**src/rtl/wdlr_pkg.sv**
```systemverilog
// Constants for the word data link refresh block.
// Assumes a 40 MHz clock and a host that strobes each cyclic refresh.
// Functional notes
// - After enabling configuration write, first refresh sends zero, real data afterwards.
// - Under 10 ms between configuration write and first refresh adds one more zero refresh.
// - Words no longer enabled keep their last present values, never cleared.
// - Output word written during its refresh is delivered at the following refresh.
// - Refresh continues even while host load outputs are switched off.
// - Select value with leading digit one arms copy of two words at stopover; a stopover on a refresh edge copies nothing.
// - First position word gives low 8 bits, second gives high 8 bits.
// - Output digit zero gives bit 0, digits 1 to 9 give bit 1.
// - Input bit 0 gives digit 0, bit 1 gives digit 1.
package wdlr_pkg;
    localparam int AREA_COUNT = 4;
    localparam int DIGIT_COUNT = 8;
    localparam int DIGIT_BITS = 4;
    localparam int POS_BITS = DIGIT_COUNT * DIGIT_BITS;
    localparam int HALF_BITS = 8;
    localparam int WORD_BITS = 16;
    localparam int ADDR_BITS = 12;
    localparam int CLOCK_HZ = 40000000;
    localparam int SETTLE_MS = 10;
    localparam int SETTLE_CYCLES = (CLOCK_HZ / 1000) * SETTLE_MS;
    localparam logic [3:0] SEL_ARM_DIGIT = 4'h1;
    localparam logic [1:0] ZERO_REFRESHES = 2'h1;
    localparam logic [1:0] EXTRA_REFRESHES = 2'h2;
endpackage

```
**src/rtl/wdlr_link.sv**
```systemverilog
// Word data link refresh: four paired areas between position data and host words.
// Assumes host pulses refresh_strobe once per cyclic I/O refresh and the
// program side supplies position words and the stopover copy source data.
`timescale 1ns/1ps
module wdlr_link
    import wdlr_pkg::*;
#(
    parameter int SETTLE_COUNT = SETTLE_CYCLES
) (
    // Clock and reset
    input wire logic clock,
    input wire logic reset_n,
    // Host side
    input wire logic refresh_strobe,
    input wire logic unit_config_write,
    input wire logic [AREA_COUNT-1:0] config_enable,
    input wire logic host_outputs_off,
    input wire logic [AREA_COUNT*WORD_BITS-1:0] host_in_words,
    output logic [AREA_COUNT*WORD_BITS-1:0] host_out_words,
    // Program side: assign_value_command writes to output words
    input wire logic assign_value_command,
    input wire logic [2:0] write_index,
    input wire logic [POS_BITS-1:0] write_data,
    // Stopover copy
    input wire logic stopover_select_write,
    input wire logic [POS_BITS-1:0] stopover_copy_select,
    input wire logic stopover_output,
    output logic [ADDR_BITS-1:0] copy_src_addr,
    input wire logic [POS_BITS-1:0] copy_src_low,
    input wire logic [POS_BITS-1:0] copy_src_high,
    // Position data from the input areas
    output logic [AREA_COUNT*2*POS_BITS-1:0] input_pos_words,
    output logic copy_armed
);
    ////////////////////////////////////////////////////////////////////
    logic [POS_BITS-1:0] out_pos_q [2*AREA_COUNT];
    logic [POS_BITS-1:0] staged_q [2*AREA_COUNT];
    logic [2*AREA_COUNT-1:0] pending_q;
    logic [AREA_COUNT-1:0] enable_q;
    logic [1:0] zero_left_q [AREA_COUNT];
    logic [31:0] settle_q;
    logic settling_q;
    logic armed_q;
    logic [ADDR_BITS-1:0] src_q;
    logic [AREA_COUNT*WORD_BITS-1:0] host_out_q;
    logic [AREA_COUNT*2*POS_BITS-1:0] in_pos_q;
    logic [AREA_COUNT*WORD_BITS-1:0] conv_word;
    logic [AREA_COUNT*2*POS_BITS-1:0] conv_pos;
    logic [AREA_COUNT-1:0] new_enable;
    logic [1:0] first_left;
    logic sel_arm;
    logic [ADDR_BITS-1:0] sel_addr;
    logic [2*AREA_COUNT-1:0] word_hit;
    logic [2*AREA_COUNT-1:0] pending_d;
    logic quiet_edge;
    logic copy_take;
    logic [AREA_COUNT-1:0] area_refresh;
    logic [AREA_COUNT-1:0] area_blank;
    logic [AREA_COUNT*WORD_BITS-1:0] host_next;

    // One-hot select of the output position word named by an index
    function automatic logic [2*AREA_COUNT-1:0] word_decode(input logic [2:0] idx);
        logic [2*AREA_COUNT-1:0] hot;
        hot = '0;
        hot[idx] = 1'b1;
        return hot;
    endfunction

    assign new_enable = config_enable & ~enable_q;
    // Zero refreshes still owed after the first one; the settling decision is
    // taken at that first refresh, since only then is the elapsed time known
    assign first_left = settling_q ? ZERO_REFRESHES : 2'h0;
    assign word_hit = assign_value_command ? word_decode(write_index) : '0;
    assign pending_d = refresh_strobe ? (pending_q | word_hit) : '0;
    assign quiet_edge = !refresh_strobe;
    assign copy_take = stopover_output && armed_q && quiet_edge;
    assign area_refresh = refresh_strobe ? enable_q : '0;
    assign sel_arm = stopover_copy_select[POS_BITS-1 -: DIGIT_BITS] == SEL_ARM_DIGIT;
    assign sel_addr = stopover_copy_select[ADDR_BITS-1:0];

    for (genvar a = 0; a < AREA_COUNT; a++) begin : g_area
        wdlr_convert u_conv (
            .pos_low(out_pos_q[2*a]),
            .pos_high(out_pos_q[2*a+1]),
            .host_word(host_in_words[a*WORD_BITS +: WORD_BITS]),
            .out_word(conv_word[a*WORD_BITS +: WORD_BITS]),
            .in_pos_low(conv_pos[2*a*POS_BITS +: POS_BITS]),
            .in_pos_high(conv_pos[(2*a+1)*POS_BITS +: POS_BITS])
        );
    end

    ////////////////////////////////////////////////////////////////////
    always_ff @(posedge clock or negedge reset_n) begin
        if (!reset_n) begin
            settle_q <= '0;
            settling_q <= 1'b0;
        end else if (unit_config_write) begin
            settle_q <= 32'(SETTLE_COUNT);
            settling_q <= 1'b1;
        end else if (settle_q > 1) begin
            settle_q <= settle_q - 32'd1;
        end else begin
            settle_q <= '0;
            settling_q <= 1'b0;
        end
    end

    // Stopover copy arm and disarm
    always_ff @(posedge clock or negedge reset_n) begin
        if (!reset_n) begin
            armed_q <= 1'b0;
            src_q <= '0;
        end else if (stopover_select_write) begin
            armed_q <= sel_arm;
            src_q <= sel_addr;
        end
    end

    ////////////////////////////////////////////////////////////////////
    // Output position words
    // A write that lands on a refresh edge is parked: that refresh must still
    // convert the old word, and the new one goes out on the following refresh
    always_ff @(posedge clock or negedge reset_n) begin
        if (!reset_n) begin
            for (int i = 0; i < 2*AREA_COUNT; i++) begin
                staged_q[i] <= '0;
            end
        end else begin
            for (int i = 0; i < 2*AREA_COUNT; i++) begin
                if (refresh_strobe && word_hit[i]) begin
                    staged_q[i] <= write_data;
                end
            end
        end
    end

    always_ff @(posedge clock or negedge reset_n) begin
        if (!reset_n) begin
            pending_q <= '0;
        end else begin
            pending_q <= pending_d;
        end
    end

    always_ff @(posedge clock or negedge reset_n) begin
        if (!reset_n) begin
            for (int i = 0; i < 2*AREA_COUNT; i++) begin
                out_pos_q[i] <= '0;
            end
        end else begin
            for (int i = 0; i < 2*AREA_COUNT; i++) begin
                if (quiet_edge && word_hit[i]) begin
                    out_pos_q[i] <= write_data;
                end else if (quiet_edge && pending_q[i]) begin
                    out_pos_q[i] <= staged_q[i];
                end
            end
            // Stopover copy only ever targets the first output area
            if (copy_take) begin
                out_pos_q[0] <= copy_src_low;
                out_pos_q[1] <= copy_src_high;
            end
        end
    end

    ////////////////////////////////////////////////////////////////////
    // Refresh exchange; host_outputs_off is deliberately not read
    always_comb begin
        area_blank = '0;
        host_next = conv_word;
        for (int a = 0; a < AREA_COUNT; a++) begin
            area_blank[a] = zero_left_q[a] != 2'h0;
            if (area_blank[a]) begin
                host_next[a*WORD_BITS +: WORD_BITS] = '0;
            end
        end
    end

    always_ff @(posedge clock or negedge reset_n) begin
        if (!reset_n) begin
            enable_q <= '0;
        end else if (unit_config_write) begin
            enable_q <= config_enable;
        end
    end

    // A count of two marks an area that has not seen its first refresh yet
    always_ff @(posedge clock or negedge reset_n) begin
        if (!reset_n) begin
            for (int a = 0; a < AREA_COUNT; a++) begin
                zero_left_q[a] <= '0;
            end
        end else begin
            for (int a = 0; a < AREA_COUNT; a++) begin
                if (unit_config_write && new_enable[a]) begin
                    zero_left_q[a] <= EXTRA_REFRESHES;
                end else if (area_refresh[a] && zero_left_q[a] == EXTRA_REFRESHES) begin
                    zero_left_q[a] <= first_left;
                end else if (area_refresh[a] && area_blank[a]) begin
                    zero_left_q[a] <= zero_left_q[a] - 2'h1;
                end
            end
        end
    end

    // Disabled areas simply hold their last values
    always_ff @(posedge clock or negedge reset_n) begin
        if (!reset_n) begin
            host_out_q <= '0;
        end else begin
            for (int a = 0; a < AREA_COUNT; a++) begin
                if (area_refresh[a]) begin
                    host_out_q[a*WORD_BITS +: WORD_BITS] <= host_next[a*WORD_BITS +: WORD_BITS];
                end
            end
        end
    end

    // Input words are left alone while an area still sends zero
    always_ff @(posedge clock or negedge reset_n) begin
        if (!reset_n) begin
            in_pos_q <= '0;
        end else begin
            for (int a = 0; a < AREA_COUNT; a++) begin
                if (area_refresh[a] && !area_blank[a]) begin
                    in_pos_q[2*a*POS_BITS +: 2*POS_BITS] <=
                        conv_pos[2*a*POS_BITS +: 2*POS_BITS];
                end
            end
        end
    end

    assign host_out_words = host_out_q;
    assign input_pos_words = in_pos_q;
    assign copy_armed = armed_q;
    assign copy_src_addr = src_q;
endmodule // wdlr_link

```
**src/rtl/wdlr_convert.sv**
```systemverilog
// Digit to bit conversion for one link area.
// Assumes position words are packed BCD, digit 1 in the low nibble.
`timescale 1ns/1ps
module wdlr_convert
    import wdlr_pkg::*;
(
    // Position words of one output area
    input wire logic [POS_BITS-1:0] pos_low,
    input wire logic [POS_BITS-1:0] pos_high,
    // Host word data for that area
    input wire logic [WORD_BITS-1:0] host_word,
    output logic [WORD_BITS-1:0] out_word,
    output logic [POS_BITS-1:0] in_pos_low,
    output logic [POS_BITS-1:0] in_pos_high
);
    // Any nonzero digit counts as one; decimal points are not stored in digits
    function automatic logic [HALF_BITS-1:0] digits_to_bits(input logic [POS_BITS-1:0] p);
        logic [HALF_BITS-1:0] b;
        b = '0;
        for (int i = 0; i < DIGIT_COUNT; i++) begin
            b[i] = |p[i*DIGIT_BITS +: DIGIT_BITS];
        end
        return b;
    endfunction

    function automatic logic [POS_BITS-1:0] bits_to_digits(input logic [HALF_BITS-1:0] b);
        logic [POS_BITS-1:0] p;
        p = '0;
        for (int i = 0; i < DIGIT_COUNT; i++) begin
            p[i*DIGIT_BITS] = b[i];
        end
        return p;
    endfunction

    assign out_word = {digits_to_bits(pos_high), digits_to_bits(pos_low)};
    assign in_pos_low = bits_to_digits(host_word[HALF_BITS-1:0]);
    assign in_pos_high = bits_to_digits(host_word[WORD_BITS-1:HALF_BITS]);
endmodule // wdlr_convert

```
**config.mk**
```make
export PLATFORM = sky130hd
export DESIGN_NAME = wdlr_link
export DESIGN_NICKNAME = d
export VERILOG_FILES = /design/src/rtl/wdlr_pkg.sv /design/src/rtl/wdlr_link.sv /design/src/rtl/wdlr_convert.sv
export SDC_FILE = /design/constraint.sdc
export NUM_CORES = 1
export LEC_CHECK = 0
export ABC_AREA = 1
export BUFFER_PORTS_ARGS = -buffer_cell sky130_fd_sc_hd__buf_2
export CAP_MARGIN = 0
export CORE_AREA = 2 2 330 332
export CTS_BUF_LIST = sky130_fd_sc_hd__clkbuf_2 sky130_fd_sc_hd__clkbuf_4 sky130_fd_sc_hd__clkbuf_8
export DETAILED_ROUTE_END_ITERATION = 8
export DIE_AREA = 0 0 332 334
export GPL_ROUTABILITY_DRIVEN = 0
export GPL_TIMING_DRIVEN = 0
export PLACE_DENSITY = 0.55
export SETUP_SLACK_MARGIN = 0.02
export SLEW_MARGIN = 20
export SYNTH_ARGS = -nofsm -noshare
export SYNTH_HDL_FRONTEND = slang
export SYNTH_SLANG_ARGS = --single-unit
```
**constraint.sdc**
```tcl
create_clock -name clock -period 1.9 [get_ports clock]
set_input_delay 0.095 -clock clock [delete_from_list [all_inputs] [get_ports clock]]
set_output_delay 0.095 -clock clock [all_outputs]
set_load 0.01 [all_outputs]
```
==> out/qor.yml <==
antenna_found_initial: 8
slew_viol_final: 0
critPathMaxFanout: 10
max-clock-path-buffers: 3
cts-root-buf: "clkbuf_8"
worst_hold_slack_ns: 0.09246
synth_area_um2: 31920
period_share: 1.030
synth_ff_type: "dfrtp_1"
ir_drop_mv: 0.6542
first_pass_iters: 5
fillers: 11010
clkLatencyLatePin_ns: 0.84
tritoncts: "yes"
fin_area_um2: 42270
pin_count: 540
fp.dieH_um: 334
required_ns: 2.62
endpoint_kind: "flop"
area_growth_syn_to_layout_pct: 32.44
num_rows: 121
cts.sinks: 706
power_mw: 48.50
vias: 29120
drive_above_1_share: 0.1958
rsz0062_at_grt: "false"
tightest_slew_ns: 1.173
die_w_um: 332
wl_per_cell_um: 18.17
synth-seq-cells: 706
design.core.area_um2: 107800
yosysSeqAreaShare: 0.5535
clk_pin_slew_ns: 0.06
syn-instance-count: 3769
worst_setup_path_start_kind: "primary input"
met3_length_mm: 7.283
final_nets: 4932
clock.fmax_mhz: 510.8
route.met2.wl_mm: 53.32
arrival_ns: 2.68
syn_avg_cell_area_um2: 8.469
final_common_cell: "nand2_1"
synth-edff-count: 0
grt_util_all_layers: 0.2019
synth_warnings: 0
mostFrequentLayoutCells: "nand2_1 (1247), dfrtp_1 (706), o21ai_0 (642), buf_2 (373), dlygate4sd3_1 (275)"
async_reset_ff_frac: 1.000
maxCapViolations: 0
setup_violations: 1
power_density_nw_per_um2: 1147
cts_buffers: 132
hold_violations: 0
slew_headroom: 0.2177
setup.worst_path.class: "primary input to flop"
initial_core_util: 0.2961
finalNonFillerCells: 6234
failed_checks: "setup timing"
highest_layer: "met5"
grt_start_max_net_pins: 93
skew_ns: 0.04963
drtIter0Drc: 2234
dp_hpwl_mm: 75.80
grt_pass1_vias: 28700
grt_first_pass_wirelength_mm: 172.0
ys_types: 33
ant_nets: 0
gr-total-overflow: 0
placed_area_um2: 36300
hp-class: "primary input to flop"
leakage_nw: 21.40
via_per_inst: 4.671
dieArea_um2: 110900
h-tree-depth: 4
status: "finished with violations"
wl_mm: 113.3
setup_ws_ns: -0.05764
met1Wirelength_mm: 48.46
dp_cells: 5712
min_period_ns: 1.958
port_buffers: 329
drc: 0
pre_cts_slack_ns: -0.9636
==> registers in the layout, summed over array words and instances, names as in the netlist <==
name,flops
host_out_words,64
zero_left_q,8
enable_q,4
input_pos_words,64
out_pos_q,256
pending_q,8
staged_q,256
copy_armed,1
settling_q,1
copy_src_addr,12
settle_q,32
==> area by class of cell <==
class | instances | area (um^2) | share of cell area
antenna | 4 | 10.01 | 0.0002368
clock inverter | 29 | 314.1 | 0.007429
timing repair buffer | 622 | 4757 | 0.1125
multi-input combinational | 2688 | 12140 | 0.2873
sequential | 706 | 17670 | 0.4179
inverter | 137 | 516.7 | 0.01222
tap | 1414 | 1769 | 0.04185
clock buffer | 206 | 2629 | 0.06218
buffer | 428 | 2467 | 0.05837
==> power breakdown <==
group	total (mW)	internal (mW)	leakage, nW	switching, mW
Sequential	21.3	19.1	9.05	2.28
Combinational	10.8	4.55	10.8	6.20
Clock	16.4	9.41	1.56	6.99
Total	48.5	33.0	21.4	15.5
==> routing by layer <==
| metal | track usage | vias up |
|---|---|---|
| li1 | - | 13800 |
| met1 | 0.2628 | 14090 |
| met2 | 0.3282 | 970 |
| met3 | 0.04157 | 254 |
| met4 | 0.08124 | 4 |
| met5 | 0 | - |
==> critical path, cell delays in order <==
cell           delay (ns)
dlygate4sd3_1        0.55
buf_2                0.12
inv_1                0.50
clkbuf_1             0.93
o21ai_0              0.29
nand2_1              0.12
nand2_1              0.06
==> logic make-up (layout without fill, tap and decap cells) <==
family	after synthesis	count (layout)	synth area share
other	1	196	0.0001175
flip-flops	706	706	0.5535
XOR/XNOR	15	15	0.004116
buffers and inverters	566	1422	0.09184
AO/OA/AOI/OAI	749	749	0.1202
multiplexers	44	44	0.01552
AND/OR/NAND/NOR	1678	1678	0.2108
adder cells (fa/ha/maj)	10	10	0.003920
==> cells in the mapped netlist (12+ instances only) <==
library cell	count	area, um^2
nand3_1	156	780.8
o21ai_1	28	140.1
mux2_2	44	495.5
o21ai_0	642	3213
clkbuf_1	174	653.1
a21oi_1	12	60.06
buf_2	45	225.2
nor4_1	64	400.4
o22ai_1	39	244.0
dfrtp_1	706	17670
nand2_1	1254	4707
nor2_1	175	656.9
a31oi_1	25	156.4
buf_4	198	1486
inv_1	131	491.7
==> per-stage QoR <==
step,setup TNS (ns),utilization
6_report,-0.05764,0.3922
5_1_grt,0,0.3921
4_1_cts,0,0.3906
3_5_place_dp,-104.86,0.3368
3_3_place_gp,-,0.3345
2_1_floorplan,0,-
==> repair_timing <==
item / 4_1_cts / 5_1_grt
pin swaps: 2 / 2
resized for setup: 24 / 55
buffers inserted: 3 / 3
endpoints found under the setup margin: 138 / 160
hold buffers: 275 / 1
hold endpoints to repair: 655 / 4
cloned: 0 / 1
==> worst paths after layout <==
path | from | end | slack (ns) | cells after the start
max reg2reg | enable_q[1] | input_pos_words[116] | 0.16 | 7
min | copy_src_high[17] | out_pos_q[209] | 0.09 | 4
max | write_data[11] | out_pos_q[139] | -0.06 | 7
min reg2reg | input_pos_words[16] | input_pos_words[16] | 0.46 | 2
min in group asynchronous | reset_n | out_pos_q[55] | 0.45 | 4
max in group asynchronous | reset_n | host_out_words[5] | 0.34 | 6
Note: power is estimated with default switching activity, not from simulation.
